[config.mk]
export PLATFORM = sky130hd
export DESIGN_NAME = rsls_top
export DESIGN_NICKNAME = d
export VERILOG_FILES = /design/src/rsls_pkg.sv /design/src/rsls_led_scan.sv /design/src/rsls_top.sv
export SDC_FILE = /design/constraint.sdc
export NUM_CORES = 1
export LEC_CHECK = 0
export BUFFER_PORTS_ARGS = -buffer_cell sky130_fd_sc_hd__buf_2
export CORE_MARGIN = 1
export CORE_UTILIZATION = 46
export DETAILED_ROUTE_END_ITERATION = 10
export PLACE_DENSITY = 0.76
export SLEW_MARGIN = 20
export SYNTH_ARGS = -nofsm -noshare
export SYNTH_HDL_FRONTEND = slang
export SYNTH_HIERARCHICAL = 1
export SYNTH_SLANG_ARGS = --single-unit
[constraint.sdc]
create_clock -name aclk -period 2.25 [get_ports aclk]
set_input_delay 0.45 -clock aclk [delete_from_list [all_inputs] [get_ports aclk]]
set_output_delay 0.45 -clock aclk [all_outputs]
set_load 0.02 [all_outputs]
[src/rsls_pkg.sv]
// constants shared by the strap loader, led scanner and register slave
// assumes a 20 MHz core clock and a 32-bit register bus
//
// Overview of operation
// straps read from shared pins during reset
// led bit0 strap: single or dual memory
// led bit1 strap: 2 MB or 1 MB buffer
// led bit2 strap: memory self-test enable
// led bit3 strap: address aging enable
// led bit4 strap: phy polling enable
// led bit5 strap: broadcast storm control enable
// led bit6 strap: half-duplex backpressure enable
// led bit7 strap: full-duplex pause enable
// strobe a strap: 8K or 1K table
// strobe b strap: serial prom interface enable
// prom data strap: autoload needs prom interface
// tx enable [2:0] strap: uplink port
// tx enable 3 strap: flooding control enable
// tx enable 4 strap: 1522 byte vlan frames
// aux clock strap: port 4 mii or rmii
// prom clock strap: scan debug mode
// mdc strap: fast test mode
// led bus scans activity, then utilisation frames
// util bits 0-4: 5/10/20/35/50 percent
// util bit5 almost full, bit6 memtest fail
// system holds reset low to reset
// straps latched at release, held, pins released
package rsls_pkg;

    localparam int CLK_PERIOD_NS = 50;
    localparam int STB_WIDTH_NS  = 200;
    localparam int STB_CYC       = (STB_WIDTH_NS + CLK_PERIOD_NS - 1)
                                   / CLK_PERIOD_NS;
    localparam int SETUP_NS      = 100;
    localparam int SETUP_CYC     = (SETUP_NS + CLK_PERIOD_NS - 1)
                                   / CLK_PERIOD_NS;

    localparam int STRAP_W        = 19;
    localparam int F_LED_LO       = 0;
    localparam int F_MEM_SINGLE   = 0;
    localparam int F_BUF_2MB      = 1;
    localparam int F_MEM_TEST     = 2;
    localparam int F_AGING        = 3;
    localparam int F_PHY_POLL     = 4;
    localparam int F_BCAST        = 5;
    localparam int F_BACKPRESS    = 6;
    localparam int F_PAUSE        = 7;
    localparam int F_TABLE_8K     = 8;
    localparam int F_PROM_IF      = 9;
    localparam int F_AUTOLOAD     = 10;
    localparam int F_UPLINK_LO    = 11;
    localparam int F_FLOOD        = 14;
    localparam int F_VLAN1522     = 15;
    localparam int F_PORT4_MII    = 16;
    localparam int F_SCAN         = 17;
    localparam int F_FAST         = 18;
    localparam logic [STRAP_W-1:0] STRAP_RESET = 19'h007fd;

    localparam logic [7:0]  REG_STRAP    = 8'h00;
    localparam logic [7:0]  REG_LED_CTRL = 8'h04;
    localparam logic [7:0]  REG_LED_STAT = 8'h08;
    localparam int          C_EN         = 0;
    localparam int          C_INV        = 1;
    localparam int          C_GAP_LO     = 8;
    localparam logic [31:0] CTRL_RESET   = 32'h00001001;
    localparam logic [31:0] CTRL_MASK    = 32'h0000ff03;
    localparam int          S_DONE       = 16;
    localparam int          S_BUSY       = 17;

    localparam int         UTIL_N = 5;
    localparam logic [6:0] UTIL_THR [UTIL_N] =
        '{7'h05, 7'h0a, 7'h14, 7'h23, 7'h32};

    localparam logic [1:0] RESP_OKAY   = 2'h0;
    localparam logic [1:0] RESP_SLVERR = 2'h2;

endpackage : rsls_pkg

[src/rsls_led_scan.sv]
// led frame scanner: alternates activity and utilisation frames
// assumes frames come from logic on the same clock
`timescale 1ns/1ps
module rsls_led_scan (
    input  wire logic       clk,
    input  wire logic       rst_n,
    input  wire logic       release_pins,
    input  wire logic       run,
    input  wire logic [7:0] gap,
    input  wire logic       invert,
    input  wire logic [7:0] frame_a,
    input  wire logic [7:0] frame_b,
    output logic      [7:0] led_data_r,
    output logic            strobe_a_r,
    output logic            strobe_b_r,
    output logic            drive_n_r,
    output logic            busy_r
);

    typedef enum logic [2:0] {
        SC_IDLE, SC_SET_A, SC_STB_A, SC_SET_B, SC_STB_B, SC_GAP
    } rsls_scan_state_type;

    localparam logic [7:0] SET_LAST = 8'(rsls_pkg::SETUP_CYC - 1);
    localparam logic [7:0] STB_LAST = 8'(rsls_pkg::STB_CYC - 1);

    rsls_scan_state_type state_r;
    rsls_scan_state_type state_nxt;
    logic [7:0]          cnt_r;
    logic [7:0]          cnt_nxt;
    logic [7:0]          led_data_nxt;

    always_comb begin
        state_nxt = state_r;
        cnt_nxt   = cnt_r + 8'h01;
        case (state_r)
            SC_IDLE: begin
                cnt_nxt = 8'h00;
                if (run) begin
                    state_nxt = SC_SET_A;
                end
            end
            SC_SET_A: if (cnt_r == SET_LAST) begin
                state_nxt = SC_STB_A;
                cnt_nxt   = 8'h00;
            end
            SC_STB_A: if (cnt_r == STB_LAST) begin
                state_nxt = SC_SET_B;
                cnt_nxt   = 8'h00;
            end
            SC_SET_B: if (cnt_r == SET_LAST) begin
                state_nxt = SC_STB_B;
                cnt_nxt   = 8'h00;
            end
            SC_STB_B: if (cnt_r == STB_LAST) begin
                state_nxt = SC_GAP;
                cnt_nxt   = 8'h00;
            end
            // gap may shrink while counting; never wait for a wrap
            SC_GAP: if (cnt_r >= gap) begin
                state_nxt = run ? SC_SET_A : SC_IDLE;
                cnt_nxt   = 8'h00;
            end
            default: begin
                state_nxt = SC_IDLE;
                cnt_nxt   = 8'h00;
            end
        endcase
    end

    // data is set up before each strobe and held through it
    always_comb begin
        led_data_nxt = led_data_r;
        if (state_nxt == SC_IDLE) begin
            led_data_nxt = {8{invert}};
        end else if (state_nxt == SC_SET_A && state_r != SC_SET_A) begin
            led_data_nxt = frame_a ^ {8{invert}};
        end else if (state_nxt == SC_SET_B && state_r != SC_SET_B) begin
            led_data_nxt = frame_b ^ {8{invert}};
        end
    end

    always_ff @(posedge clk) begin
        if (!rst_n) begin
            state_r    <= SC_IDLE;
            cnt_r      <= 8'h00;
            led_data_r <= 8'h00;
            strobe_a_r <= 1'b0;
            strobe_b_r <= 1'b0;
            busy_r     <= 1'b0;
        end else begin
            state_r    <= state_nxt;
            cnt_r      <= cnt_nxt;
            led_data_r <= led_data_nxt;
            strobe_a_r <= (state_nxt == SC_STB_A);
            strobe_b_r <= (state_nxt == SC_STB_B);
            busy_r     <= (state_nxt != SC_IDLE);
        end
    end

    // pins stay released until the straps are taken
    always_ff @(posedge clk) begin
        if (!rst_n) begin
            drive_n_r <= 1'b1;
        end else begin
            drive_n_r <= !release_pins;
        end
    end
endmodule : rsls_led_scan

[src/rsls_top.sv]
// strap capture at reset release, led status output, axi4-lite registers
// assumes strap pins are pulled during reset and undriven by the board
//
// Local design decisions: the AXI4-Lite slave port and the register offsets.
`timescale 1ns/1ps
module rsls_top #(
    parameter int ADDR_W = 8
) (
    input  wire logic              aclk,
    input  wire logic              aresetn,
    input  wire logic [ADDR_W-1:0] s_axi_awaddr,
    input  wire logic              s_axi_awvalid,
    output logic                   s_axi_awready,
    input  wire logic [31:0]       s_axi_wdata,
    input  wire logic [3:0]        s_axi_wstrb,
    input  wire logic              s_axi_wvalid,
    output logic                   s_axi_wready,
    output logic      [1:0]        s_axi_bresp,
    output logic                   s_axi_bvalid,
    input  wire logic              s_axi_bready,
    input  wire logic [ADDR_W-1:0] s_axi_araddr,
    input  wire logic              s_axi_arvalid,
    output logic                   s_axi_arready,
    output logic      [31:0]       s_axi_rdata,
    output logic      [1:0]        s_axi_rresp,
    output logic                   s_axi_rvalid,
    input  wire logic              s_axi_rready,
    input  wire logic [7:0]        status_led_bus_i,
    output logic      [7:0]        status_led_bus_o,
    output logic      [7:0]        status_led_bus_oe_n,
    input  wire logic              led_strobe_a_i,
    output logic                   led_strobe_a_o,
    output logic                   led_strobe_a_oe_n,
    input  wire logic              led_strobe_b_i,
    output logic                   led_strobe_b_o,
    output logic                   led_strobe_b_oe_n,
    input  wire logic              prom_serial_data_i,
    input  wire logic              prom_serial_clock_i,
    input  wire logic [4:0]        port_tx_enable_i,
    input  wire logic              aux_serial_clock_i,
    input  wire logic              mdc_i,
    input  wire logic [4:0]        link_rx_activity,
    input  wire logic [6:0]        buffer_use_pct,
    input  wire logic              buffer_almost_full,
    input  wire logic              mem_test_fail,
    output logic                   straps_done,
    output logic                   cfg_mem_single,
    output logic                   cfg_buf_2mb,
    output logic                   cfg_mem_test_en,
    output logic                   cfg_aging_en,
    output logic                   cfg_phy_poll_en,
    output logic                   cfg_bcast_storm_en,
    output logic                   cfg_backpressure_en,
    output logic                   cfg_pause_en,
    output logic                   cfg_table_8k,
    output logic                   cfg_prom_if_en,
    output logic                   cfg_autoload_en,
    output logic      [2:0]        cfg_uplink_port,
    output logic                   cfg_flood_ctrl_en,
    output logic                   cfg_vlan_1522_en,
    output logic                   cfg_port4_mii,
    output logic                   cfg_scan_mode,
    output logic                   cfg_fast_mode
);

    localparam int SW = rsls_pkg::STRAP_W;

    logic [SW-1:0] pin_s1_r;
    logic [SW-1:0] pin_s2_r;
    logic [SW-1:0] pin_raw;
    logic [SW-1:0] strap_cap;
    logic [SW-1:0] strap_r;
    logic          pend_r;
    logic          done_r;

    // pin order follows the strap field layout
    assign pin_raw = {mdc_i, prom_serial_clock_i, aux_serial_clock_i,
                      port_tx_enable_i, prom_serial_data_i,
                      led_strobe_b_i, led_strobe_a_i, status_led_bus_i};

    // two-stage synchroniser, runs through reset so levels are ready
    always_ff @(posedge aclk) begin
        pin_s1_r <= pin_raw;
        pin_s2_r <= pin_s1_r;
    end

    always_comb begin
        strap_cap = pin_s2_r;
        // autoload only counts when the prom interface is enabled
        strap_cap[rsls_pkg::F_AUTOLOAD] =
            pin_s2_r[rsls_pkg::F_AUTOLOAD]
            & pin_s2_r[rsls_pkg::F_PROM_IF];
    end

    // capture on the first edge after release, then hold until reset
    always_ff @(posedge aclk) begin
        if (!aresetn) begin
            strap_r <= rsls_pkg::STRAP_RESET;
            pend_r  <= 1'b1;
            done_r  <= 1'b0;
        end else if (pend_r) begin
            strap_r <= strap_cap;
            pend_r  <= 1'b0;
            done_r  <= 1'b1;
        end
    end

    assign straps_done         = done_r;
    assign cfg_mem_single      = strap_r[rsls_pkg::F_MEM_SINGLE];
    assign cfg_buf_2mb         = strap_r[rsls_pkg::F_BUF_2MB];
    assign cfg_mem_test_en     = strap_r[rsls_pkg::F_MEM_TEST];
    assign cfg_aging_en        = strap_r[rsls_pkg::F_AGING];
    assign cfg_phy_poll_en     = strap_r[rsls_pkg::F_PHY_POLL];
    assign cfg_bcast_storm_en  = strap_r[rsls_pkg::F_BCAST];
    assign cfg_backpressure_en = strap_r[rsls_pkg::F_BACKPRESS];
    assign cfg_pause_en        = strap_r[rsls_pkg::F_PAUSE];
    assign cfg_table_8k        = strap_r[rsls_pkg::F_TABLE_8K];
    assign cfg_prom_if_en      = strap_r[rsls_pkg::F_PROM_IF];
    assign cfg_autoload_en     = strap_r[rsls_pkg::F_AUTOLOAD];
    assign cfg_uplink_port     =
        strap_r[rsls_pkg::F_UPLINK_LO +: 3];
    assign cfg_flood_ctrl_en   = strap_r[rsls_pkg::F_FLOOD];
    assign cfg_vlan_1522_en    = strap_r[rsls_pkg::F_VLAN1522];
    assign cfg_port4_mii       = strap_r[rsls_pkg::F_PORT4_MII];
    assign cfg_scan_mode       = strap_r[rsls_pkg::F_SCAN];
    assign cfg_fast_mode       = strap_r[rsls_pkg::F_FAST];

    // led frames
    logic [7:0] frame_a;
    logic [7:0] frame_b;
    logic [rsls_pkg::UTIL_N-1:0] util_bits;

    genvar gi;
    generate
        for (gi = 0; gi < rsls_pkg::UTIL_N; gi++) begin : g_util
            assign util_bits[gi] =
                (buffer_use_pct >= rsls_pkg::UTIL_THR[gi]);
        end
    endgenerate

    assign frame_a = {3'h0, link_rx_activity};
    // memory failure only meaningful when the self-test ran
    assign frame_b = {1'b0, mem_test_fail & cfg_mem_test_en,
                      buffer_almost_full, util_bits};

    // register state
    logic [31:0] ctrl_r;
    logic [31:0] ctrl_nxt;
    logic        scan_busy;
    logic        scan_drive_n;

    rsls_led_scan u_scan (
        .clk          (aclk),
        .rst_n        (aresetn),
        .release_pins (done_r),
        .run          (done_r & ctrl_r[rsls_pkg::C_EN]),
        .gap          (ctrl_r[rsls_pkg::C_GAP_LO +: 8]),
        .invert       (ctrl_r[rsls_pkg::C_INV]),
        .frame_a      (frame_a),
        .frame_b      (frame_b),
        .led_data_r   (status_led_bus_o),
        .strobe_a_r   (led_strobe_a_o),
        .strobe_b_r   (led_strobe_b_o),
        .drive_n_r    (scan_drive_n),
        .busy_r       (scan_busy)
    );

    assign status_led_bus_oe_n = {8{scan_drive_n}};
    assign led_strobe_a_oe_n   = scan_drive_n;
    assign led_strobe_b_oe_n   = scan_drive_n;

    // axi4-lite write side: address and data taken in either order
    logic              aw_have_r;
    logic              aw_have_nxt;
    logic [ADDR_W-1:0] aw_addr_r;
    logic              w_have_r;
    logic              w_have_nxt;
    logic [31:0]       w_data_r;
    logic [3:0]        w_strb_r;
    logic              wr_fire;
    logic [7:0]        wr_off;
    logic [7:0]        rd_off;

    assign wr_fire = aw_have_r && w_have_r && !s_axi_bvalid;
    assign wr_off  = 8'({aw_addr_r[ADDR_W-1:2], 2'h0});
    assign rd_off  = 8'({s_axi_araddr[ADDR_W-1:2], 2'h0});

    always_comb begin
        aw_have_nxt = aw_have_r;
        w_have_nxt  = w_have_r;
        if (s_axi_awvalid && s_axi_awready) begin
            aw_have_nxt = 1'b1;
        end
        if (s_axi_wvalid && s_axi_wready) begin
            w_have_nxt = 1'b1;
        end
        if (wr_fire) begin
            aw_have_nxt = 1'b0;
            w_have_nxt  = 1'b0;
        end
    end

    always_ff @(posedge aclk) begin
        if (!aresetn) begin
            aw_have_r     <= 1'b0;
            w_have_r      <= 1'b0;
            aw_addr_r     <= '0;
            w_data_r      <= 32'h00000000;
            w_strb_r      <= 4'h0;
            s_axi_awready <= 1'b0;
            s_axi_wready  <= 1'b0;
        end else begin
            aw_have_r     <= aw_have_nxt;
            w_have_r      <= w_have_nxt;
            s_axi_awready <= !aw_have_nxt;
            s_axi_wready  <= !w_have_nxt;
            if (s_axi_awvalid && s_axi_awready) begin
                aw_addr_r <= s_axi_awaddr;
            end
            if (s_axi_wvalid && s_axi_wready) begin
                w_data_r <= s_axi_wdata;
                w_strb_r <= s_axi_wstrb;
            end
        end
    end

    always_comb begin
        ctrl_nxt = ctrl_r;
        if (wr_fire && wr_off == rsls_pkg::REG_LED_CTRL) begin
            for (int b = 0; b < 4; b++) begin
                if (w_strb_r[b]) begin
                    ctrl_nxt[8*b +: 8] = w_data_r[8*b +: 8];
                end
            end
            ctrl_nxt = ctrl_nxt & rsls_pkg::CTRL_MASK;
        end
    end

    always_ff @(posedge aclk) begin
        if (!aresetn) begin
            ctrl_r <= rsls_pkg::CTRL_RESET;
        end else begin
            ctrl_r <= ctrl_nxt;
        end
    end

    always_ff @(posedge aclk) begin
        if (!aresetn) begin
            s_axi_bvalid <= 1'b0;
            s_axi_bresp  <= rsls_pkg::RESP_OKAY;
        end else if (wr_fire) begin
            s_axi_bvalid <= 1'b1;
            if (wr_off == rsls_pkg::REG_STRAP ||
                wr_off == rsls_pkg::REG_LED_CTRL ||
                wr_off == rsls_pkg::REG_LED_STAT) begin
                s_axi_bresp <= rsls_pkg::RESP_OKAY;
            end else begin
                s_axi_bresp <= rsls_pkg::RESP_SLVERR;
            end
        end else if (s_axi_bready) begin
            s_axi_bvalid <= 1'b0;
        end
    end

    // axi4-lite read side
    logic [31:0] stat_word;
    logic        rd_fire;

    assign rd_fire = s_axi_arvalid && s_axi_arready;

    always_comb begin
        stat_word = 32'h00000000;
        stat_word[7:0]              = frame_a;
        stat_word[15:8]             = frame_b;
        stat_word[rsls_pkg::S_DONE] = done_r;
        stat_word[rsls_pkg::S_BUSY] = scan_busy;
    end

    always_ff @(posedge aclk) begin
        if (!aresetn) begin
            s_axi_arready <= 1'b0;
            s_axi_rvalid  <= 1'b0;
            s_axi_rdata   <= 32'h00000000;
            s_axi_rresp   <= rsls_pkg::RESP_OKAY;
        end else begin
            if (rd_fire) begin
                s_axi_rvalid  <= 1'b1;
                s_axi_arready <= 1'b0;
                s_axi_rresp   <= rsls_pkg::RESP_OKAY;
                case (rd_off)
                    rsls_pkg::REG_STRAP:
                        s_axi_rdata <= 32'(strap_r);
                    rsls_pkg::REG_LED_CTRL:
                        s_axi_rdata <= ctrl_r;
                    rsls_pkg::REG_LED_STAT:
                        s_axi_rdata <= stat_word;
                    default: begin
                        s_axi_rdata <= 32'h00000000;
                        s_axi_rresp <= rsls_pkg::RESP_SLVERR;
                    end
                endcase
            end else if (s_axi_rvalid && s_axi_rready) begin
                s_axi_rvalid  <= 1'b0;
                s_axi_arready <= 1'b1;
            end else begin
                s_axi_arready <= !s_axi_rvalid;
            end
        end
    end
endmodule : rsls_top

**Word-level counts from Yosys, hierarchy flattened**

Index checks and enable logic that the tools add are counted.

- Add/sub/neg operators: 1
- $lt $le $gt $ge: 6
- Eq/ne operators: 17
- Multiplexer cells: 28
- Bitwise operators: 6
- Reduce and logical (&&, ||, !) cells: 30

Operators with widths:

| cell | count |
|---|---|
| case mux 19 bit (3 select lines) | 1 |
| two-way mux 8 bit | 6 |
| case mux 8 bit (3 select lines) | 1 |
| two-way mux 3 bit | 6 |
| case mux 3 bit (6 select lines) | 1 |
| logical NOT 8 bit | 2 |
| >= comparator 7 x 6 -> 1 bit, second input constant | 2 |
| equality test 3 x 2 -> 1 bit, second input constant | 4 |
| equality test 6 x 1 -> 1 bit, second input constant | 2 |
| equality test 6 x 2 -> 1 bit, second input constant | 2 |
| two-way mux 1 bit | 11 |
| equality test 3 bit, second input constant | 3 |
| logical AND 1 bit | 9 |
| adder 8 x 1 -> 8 bit, second input constant | 1 |
| equality test 8 x 1 -> 1 bit, second input constant | 1 |
| equality test 8 x 2 -> 1 bit, second input constant | 1 |
| >= comparator 8 bit | 1 |
| bitwise XOR 5 x 8 -> 8 bit | 1 |
| bitwise XOR 7 x 8 -> 8 bit | 1 |
| >= comparator 7 x 3 -> 1 bit, second input constant | 1 |
| >= comparator 7 x 4 -> 1 bit, second input constant | 1 |
| >= comparator 7 x 5 -> 1 bit, second input constant | 1 |
| equality test 3 x 1 -> 1 bit, second input constant | 2 |
| logical NOT 3 bit | 2 |
| other kinds (12) | 25 |

- Bits in registers: 161
- Bits of input ports: 92
- Output and inout port bits: 81

**Longest topological paths before layout**

Gate-level depths: netlist of run 1.

- Depth in word-level cells: 9
- Depth in mapped cells: 9

**Modules after synthesis**

Netlist of run 1, hierarchy kept.

Modules (own cells, without submodules):

| module | instances | cells an instance | area an instance (um^2) |
|---|---|---|---|
| rsls_top | 1 | 399 | 3922.5 |
| rsls_led_scan | 1 | 180 | 1534.0 |

**Worst setup path before layout of run 1**

Ideal clock, no wire load.

- Kind: register to register
- Start: register ctrl_r[14]
- End: register u_scan.led_data_r[0]
- Data arrival time: 2152 ps
- Required time: 2178 ps
- Path slack: 27 ps
- Stages on the path, launching flop included: 10
- Path buffers: 1
- Period minus slack after synthesis: 2223 ps
- Cell sequence: dfxtp_1 inv_1 ha_1 a21o_1 a221o_1 a21o_4 buf_6 a22o_4 a32oi_1 mux2i_1

- Word-level cells in the longest chain between the ends: 7
- Elaborated cells on any way between the ends: 11
- Classes of those cells: order compare (1); eq/ne (2); mux (4); reduce/logical (4)

Ends and longest elaborated chain:

| element | RTL line | RTL |
|---|---|---|
| start: declaration | rsls_top.sv:147 | `logic [31:0] ctrl_r;` |
| start signal: assignment | rsls_top.sv:241 | `ctrl_r <= rsls_pkg::CTRL_RESET;` |
| start signal: assignment | rsls_top.sv:243 | `ctrl_r <= ctrl_nxt;` |
| >= comparator 8 bit * | rsls_led_scan.sv:60 | `SC_GAP: if (cnt_r >= gap) begin` |
| two-way mux 3 bit * | rsls_led_scan.sv:60 |  |
| case mux 3 bit (6 select lines) * | rsls_led_scan.sv:36 | `case (state_r)` |
| equality test 3 x 1 -> 1 bit | rsls_led_scan.sv:76 | `end else if (state_nxt == SC_SET_A && state_r != SC_SET_A) begin` |
| logical AND 1 bit | rsls_led_scan.sv:76 |  |
| two-way mux 8 bit | rsls_led_scan.sv:76 |  |
| two-way mux 8 bit | rsls_led_scan.sv:74 | `if (state_nxt == SC_IDLE) begin` |
| end signal: assignment | rsls_led_scan.sv:94 | `led_data_r <= led_data_nxt;` |
| end: declaration | rsls_led_scan.sv:13 | `output logic [7:0] led_data_r,` |

Every way passes the cells marked *; elsewhere a longest branch is shown, timed or not.
A chain may end at the register's enable or synchronous reset.

**Worst setup path in the final report of run 1**

- Start: register ctrl_r[15]
- End: register u_scan.led_data_r[3]

Same word-level chain as after synthesis.

==> impl_metrics.csv, run 1 <==
group,metric,value,unit
routing,dr.pass1.iters,5,
synthesis,synthFlopType,"dfxtp_1",
synthesis,avgSynthCellArea,9.42,µm²
timing,tightest_slew,0.578,ns
routing,drcViolationCount,0,
grt,grt_max_degree,39,
clock_network,cts_root_buf,"clkbuf_16",
placed_design,pre_cts_ws,0.0294,ns
power_and_ir_drop,p_leak,3.01,nW
finish,multi_input_area,2450,µm²
placed_design,routabilityCongestion,0.832,
synthesis,netlist.area_leader.share,0.506,
routing,wl_per_cell,15.2,µm
grt,gr-total-overflow,0,
timing,maxSlewViolCount,0,
timing,fmax,459,MHz
die,die_w,111,µm
grt,grt_antenna_before_repair,0,
timing,layout_min_cycle_time,2.18,ns
setup_path,r2r-end,"u_scan/led_data_r[3]",
synthesis,syn-instance-count,579,
synthesis,ys_ff_latch,138,
timing,worst_slack,0.0723,ns
finish,finish.utilization,0.606,
routing,drtIter0Drc,194,
min_path,min_path_type,"in2reg",
synthesis,synth_area,5460,µm²
grt,grt_pass1_wl,21100,µm
routing,ant_nets,0,
setup_path,cp_data_arrival_time,2.50,ns
setup_path,worstReg2RegStart,"ctrl_r[15]",
flow_run,cap_violations,0,
routing,viasPerCell,5.27,
synthesis,synth_top_family_by_area,"compound AO/OA/AOI/OAI gates",
synthesis,async_reset_ff_frac,0,
die,dieArea,12300,µm²
clock_network,postCtsHoldBufs,0,
timing,finalClockSkew,0.00486,ns
clock_network,htreeDepth,4,
synthesis,synth-simple-area-share,0.163,
setup_path,rr_worst_depth,8,
finish,fillers,964,
routing,totalWireLength,13300,µm
setup_path,worst-path-max-fanout,7,
setup_path,worstPathRequired,2.58,ns
finish,seq_area,2770,µm²
placed_design,port_buffers,129,
timing,hold_ws,0.144,ns
die,die_height,111,µm
synthesis,yosys-top-cells-count,"dfxtp_1, nand2_1, a21oi_1, nor2_1, mux2i_1",
synthesis,synth_edf_count,0,
die,start_util,0.476,
placed_design,dp_hpwl,9680,µm
power_and_ir_drop,p_per_area,853,nW/µm²
min_path,worstHoldStart,"status_led_bus_i[6]",
timing,setup_viol,0,
timing,period_share,0.968,
die,pin_count,173,
power_and_ir_drop,finalPower,5.93,mW
finish,final_nets,824,
setup_path,critical_path_class,"reg2reg",
die,rows,39,
synthesis,post-synth-top-count-cell,"dfxtp_1",
clock_network,clk_latency,0.40,ns
finish,antenna_cells,0,
setup_path,critPathCaptureType,"flop",
routing,vias,4613,
grt,grt_pass1_vias,4378,
synthesis,synthTopCellsByArea,"dfxtp_1, mux2i_1, nand2_1",
clock_network,clkTransAtPathRegs,0.06,ns
clock_network,cts_tree,"yes",
grt,gr-usage-all-layers,0.217,
synthesis,synth_warnings,6,
power_and_ir_drop,vdd_drop_max,0.617,mV
timing,hold_violations,0,
finish,layout-drive-gt1-share,0.296,
run_status,status,"finished clean",
finish,areaGrowthSynthToFinish,27.4,%
setup_path,r2r_setup_slack,0.07,ns
timing,slew-limit-headroom,0.615,
die,core-area,11500,µm²
synthesis,synth_fa_ha_area_frac,0.0229,
clock_network,clock-sinks,138,
synthesis,synth_compound_area_frac,0.169,
placed_design,dp.cells,845,
synthesis,yosysTopAreaCell,"dfxtp_1",
setup_path,start_kind,"flop",
clock_network,cts_max_path_buffers,2,
finish,fin_cells,876,
synthesis,synthMuxAreaShare,0.0532,
synthesis,synth_cell_types,51,
min_path,worstHoldPathCells,1,
min_path,holdPathEnd,"pin_s1_r[6]",
synthesis,yosysSeqAreaShare,0.506,
synthesis,synth-xor-area-share,0.0112,
clock_network,cts_made_buffers,17,
-- critical path, stage by stage, from the launching register on --
cell	delay (ns)
dfxtp_1	0.33
inv_1	0.07
ha_4	0.24
and3_4	0.16
a221o_1	0.32
a21o_4	0.23
a22o_4	0.31
a32oi_2	0.24
mux2i_1	0.21
-- how the worst max path moves through the flow --
| stage | from | depth (start not counted) | end |
|---|---|---|---|
| floorplan | ctrl_r[14] | 9 | u_scan/led_data_r[0] |
| global placement | ctrl_r[14] | 8 | u_scan/led_data_r[0] |
| detailed placement | ctrl_r[14] | 8 | u_scan/led_data_r[0] |
| CTS | ctrl_r[14] | 8 | u_scan/led_data_r[1] |
| global route | ctrl_r[15] | 8 | u_scan/led_data_r[3] |
| finish | ctrl_r[15] | 8 | u_scan/led_data_r[3] |
-- layer usage --
metal	part of all wire	up-vias	wire length (µm)	global-route usage
met5	0	-	0	0
met4	0.0091	0	121	0.0711
met3	0.070	8	930	0.0580
met2	0.49	190	6500	0.371
met1	0.43	2146	5780	0.263
li1	-	2269	-	-
-- stage by stage --
step                      cell area, µm²  TNS (ns)
after floorplan                     5520         0
after global placement              6250         0
after detailed placement            6250         0
after CTS                           6850         0
after global routing                6950   -0.0203
final                               6950         0
-- cells in the final DEF, fill, tap and decap left out, types with 14 or more instances in the layout --
cell type  Yosys  final
dfxtp_1      138    132
a21oi_1       47     47
clkbuf_16      0     17
inv_1         21     21
nand3_1       27     27
mux2i_1       29     29
buf_4         24     31
nand2_1       71     71
nor2_1        35     35
conb_1         1     19
o21ai_1       14     15
a22oi_1       14     14
buf_2          2    129
o21ai_0       16     15
-- state kept, by name, indices dropped and copies added (netlist names), 2 cells and up --
signal	flops
s_axi_rdata	19
u_scan/state_r	3
aw_addr_r	6
u_scan/cnt_r	8
w_data_r	10
pin_s2_r	19
ctrl_r	10
strap_r	19
pin_s1_r	19
u_scan/led_data_r	8
w_strb_r	2
-- cells by family (layout without fill, tap and decap cells) --
| kind of cell | count (synthesis) | in the layout |
|---|---|---|
| compound gates | 136 | 136 |
| flops | 138 | 138 |
| buf+inv | 75 | 211 |
| xor+xnor | 7 | 7 |
| fa+ha+maj | 10 | 10 |
| mux | 29 | 29 |
| simple gates | 183 | 183 |
| other cells | 1 | 19 |
-- final cells by class --
cell class,instances,share of cell area
Clock buffer,19,0.0651
Inverter,21,0.0113
Tap cell,143,0.0257
Clock inverter,11,0.0209
Timing Repair Buffer,160,0.126
Multi-Input combinational cell,384,0.352
Sequential cell,138,0.398
-- report_power, final --
group | total, mW | internal (mW) | switching (mW)
sequential | 2.61 | 2.55 | 0.0638
clock | 2.78 | 1.79 | 0.997
combinational | 0.533 | 0.204 | 0.329
total | 5.93 | 4.54 | 1.39
-- repair_timing --
item | CTS | global route
pin swaps | 0 | 6
setup endpoints to repair | 1 | 9
resized for setup | 1 | 16
buffers inserted | 0 | 1
endpoints found under the hold margin | 0 | 0
No activity file was read; power rests on OpenSTA's default activity.
==> run 2: changes to the inputs <==
--- a/config.mk
+++ b/config.mk
@@ -6,10 +6,13 @@
 export NUM_CORES = 1
 export LEC_CHECK = 0
 export BUFFER_PORTS_ARGS = -buffer_cell sky130_fd_sc_hd__buf_2
+export CAP_MARGIN = 20
+export CELL_PAD_IN_SITES_DETAIL_PLACEMENT = 2
+export CELL_PAD_IN_SITES_GLOBAL_PLACEMENT = 2
 export CORE_MARGIN = 1
-export CORE_UTILIZATION = 46
+export CORE_UTILIZATION = 27
 export DETAILED_ROUTE_END_ITERATION = 10
-export PLACE_DENSITY = 0.76
+export PLACE_DENSITY_LB_ADDON = 0.1
 export SLEW_MARGIN = 20
 export SYNTH_ARGS = -nofsm -noshare
 export SYNTH_HDL_FRONTEND = slang
==> run 2 against run 1 <==
  * Non-clock buffer count grew 3
  * Clock power decreased by 3%
  * Worst setup slack worse by 0.030 ns
  * Combinational power is 3% higher
  * Global-route usage is 3.4 points lower
  * Total power down 0.89%
  * Largest power group unchanged
  * Largest cell class unchanged
  * Final area grew 2.5%
  * Wire length increased by 35%
  * Core utilization shrank 24 points
==> impl_metrics.csv, run 2 (synthesized netlist as in run 1, its figures left out) <==
group,metric,value,unit
clock_network,cts_made_buffers,17,
setup_path,critPathCaptureType,"flop",
timing,worst_slack,0.0427,ns
routing,vias,4714,
die,dieArea,20800,µm²
finish,finish.utilization,0.363,
power_and_ir_drop,p_per_area,825,nW/µm²
placed_design,placed_area,6440,µm²
clock_network,clkTransAtPathRegs,0.07,ns
timing,maxSlewViolCount,0,
power_and_ir_drop,vdd_drop_max,0.549,mV
die,die_w,144,µm
min_path,min_path_type,"in2reg",
placed_design,dp_hpwl,13500,µm
grt,gr-total-overflow,0,
timing,period_share,0.981,
placed_design,port_buffers,129,
grt,grt_pass1_wl,28400,µm
clock_network,cts_max_path_buffers,2,
grt,grt_antenna_before_repair,0,
routing,totalWireLength,18000,µm
flow_run,cap_violations,0,
grt,gr-usage-all-layers,0.183,
finish,stdcell_area,7130,µm²
timing,finalClockSkew,0.00832,ns
setup_path,cp_slowest_cell,"a221o_1",
finish,fin_cells,1003,
die,start_util,0.278,
setup_path,cp_num_buf_inv,1,
die,die_height,144,µm
die,pin_count,173,
setup_path,worst-path-max-fanout,7,
routing,drtIter0Drc,140,
setup_path,slowest_delay,0.35,ns
finish,final_nets,827,
placed_design,pre_cts_ws,-0.0410,ns
finish,areaGrowthSynthToFinish,30.6,%
clock_network,cts_root_buf,"clkbuf_16",
grt,grt_pass1_vias,5264,
timing,setup_viol,0,
setup_path,worst_path_dominant_cell_family,"compound AO/OA/AOI/OAI gates",
routing,viasPerCell,4.70,
routing,dr.pass1.iters,4,
clock_network,clk_latency,0.42,ns
placed_design,dp.cells,969,
clock_network,cts_tree,"yes",
run_status,status,"finished clean",
timing,slew-limit-headroom,0.521,
setup_path,worstPathCellList,"inv_1 -> ha_1 -> a21o_1 -> a221o_1 -> a21o_4 -> a22o_4 -> a32oi_2 -> mux2i_1",
routing,drcViolationCount,0,
grt,grt_max_degree,24,
timing,grt_setup_unrepaired,"yes",
clock_network,htreeDepth,4,
finish,mostFrequentLayoutCells,"dfxtp_1, buf_2, nand2_1, a21oi_1, nor2_1",
timing,fmax,453,MHz
timing,tightest_slew,0.712,ns
routing,wl_per_cell,17.9,µm
die,rows,51,
placed_design,routabilityCongestion,0.750,
clock_network,clock-sinks,138,
power_and_ir_drop,p_leak,3.02,nW
routing,ant_nets,0,
timing,hold_violations,0,
setup_path,start_kind,"flop",
setup_path,critical_path_class,"reg2reg",
setup_path,worstPathRequired,2.59,ns
finish,antenna_cells,0,
die,core-area,19700,µm²
finish,layout-drive-gt1-share,0.306,
timing,layout_min_cycle_time,2.21,ns
setup_path,cp_data_arrival_time,2.55,ns
run 2: power by group:
group | total (mW) | internal (mW) | switching (mW) | leakage (nW)
registers | 2.62 | 2.55 | 0.0746 | 1.14
clock network | 2.71 | 1.48 | 1.23 | 0.275
logic | 0.547 | 0.206 | 0.341 | 1.60
total | 5.88 | 4.23 | 1.65 | 3.02
run 2: layout make-up:
| class | instances | area, µm² |
|---|---|---|
| Tap cell | 265 | 332 |
| Timing Repair Buffer | 163 | 926 |
| Clock inverter | 15 | 153 |
| Fill cell | 2242 | 12500 |
| Inverter | 21 | 78.8 |
| Sequential cell | 138 | 2780 |
| Clock buffer | 17 | 425 |
| Multi-Input combinational cell | 384 | 2430 |
run 2: path summary, 6_finish.rpt:
kind	depth (start not counted)	slack (ns)	startpoint	to
worst max-delay path	8	0.04	ctrl_r[11]	u_scan/led_data_r[4]
worst min-delay path	1	0.12	port_tx_enable_i[3]	pin_s1_r[14]
worst max register to register	8	0.04	ctrl_r[11]	u_scan/led_data_r[4]
worst min register to register	0	0.33	pin_s1_r[7]	pin_s2_r[7]
run 2: worst reg2reg max path, stage by stage, from the launching register on:
cell and delay [ns]:
dfxtp_2 0.34, inv_1 0.07, ha_1 0.20, a21o_1 0.19, a221o_1 0.35, a21o_4 0.24
a22o_4 0.29, a32oi_2 0.23, mux2i_1 0.22
run 2: per-layer routing:
| layer | share of wire | global-route usage | vias to the layer above |
|---|---|---|---|
| li1 | - | - | 2269 |
| met1 | 0.43 | 0.218 | 2313 |
| met2 | 0.50 | 0.319 | 113 |
| met3 | 0.057 | 0.0454 | 19 |
| met4 | 0.015 | 0.0604 | 0 |
| met5 | 0 | 0 | - |
run 2: timing repair:
item,CTS,global route
pin swaps,6,6
gates resized for setup,13,9
endpoints found under the setup margin,8,17
hold buffers,0,0
buffers inserted,2,0
run 2: metrics by stage:
| stage | power, mW | TNS, ns | hold WS (ns) |
|---|---|---|---|
| final | 5.88 | 0 | 0.121 |
| after global routing | 6.14 | -0.214 | 0.103 |
| after CTS | 5.96 | 0 | 0.106 |
| after detailed placement | 3.22 | -0.0793 | 0.315 |
| after global placement | 3.20 | 0 | 0.311 |
| after floorplan | 3.01 | 0 | 0.310 |
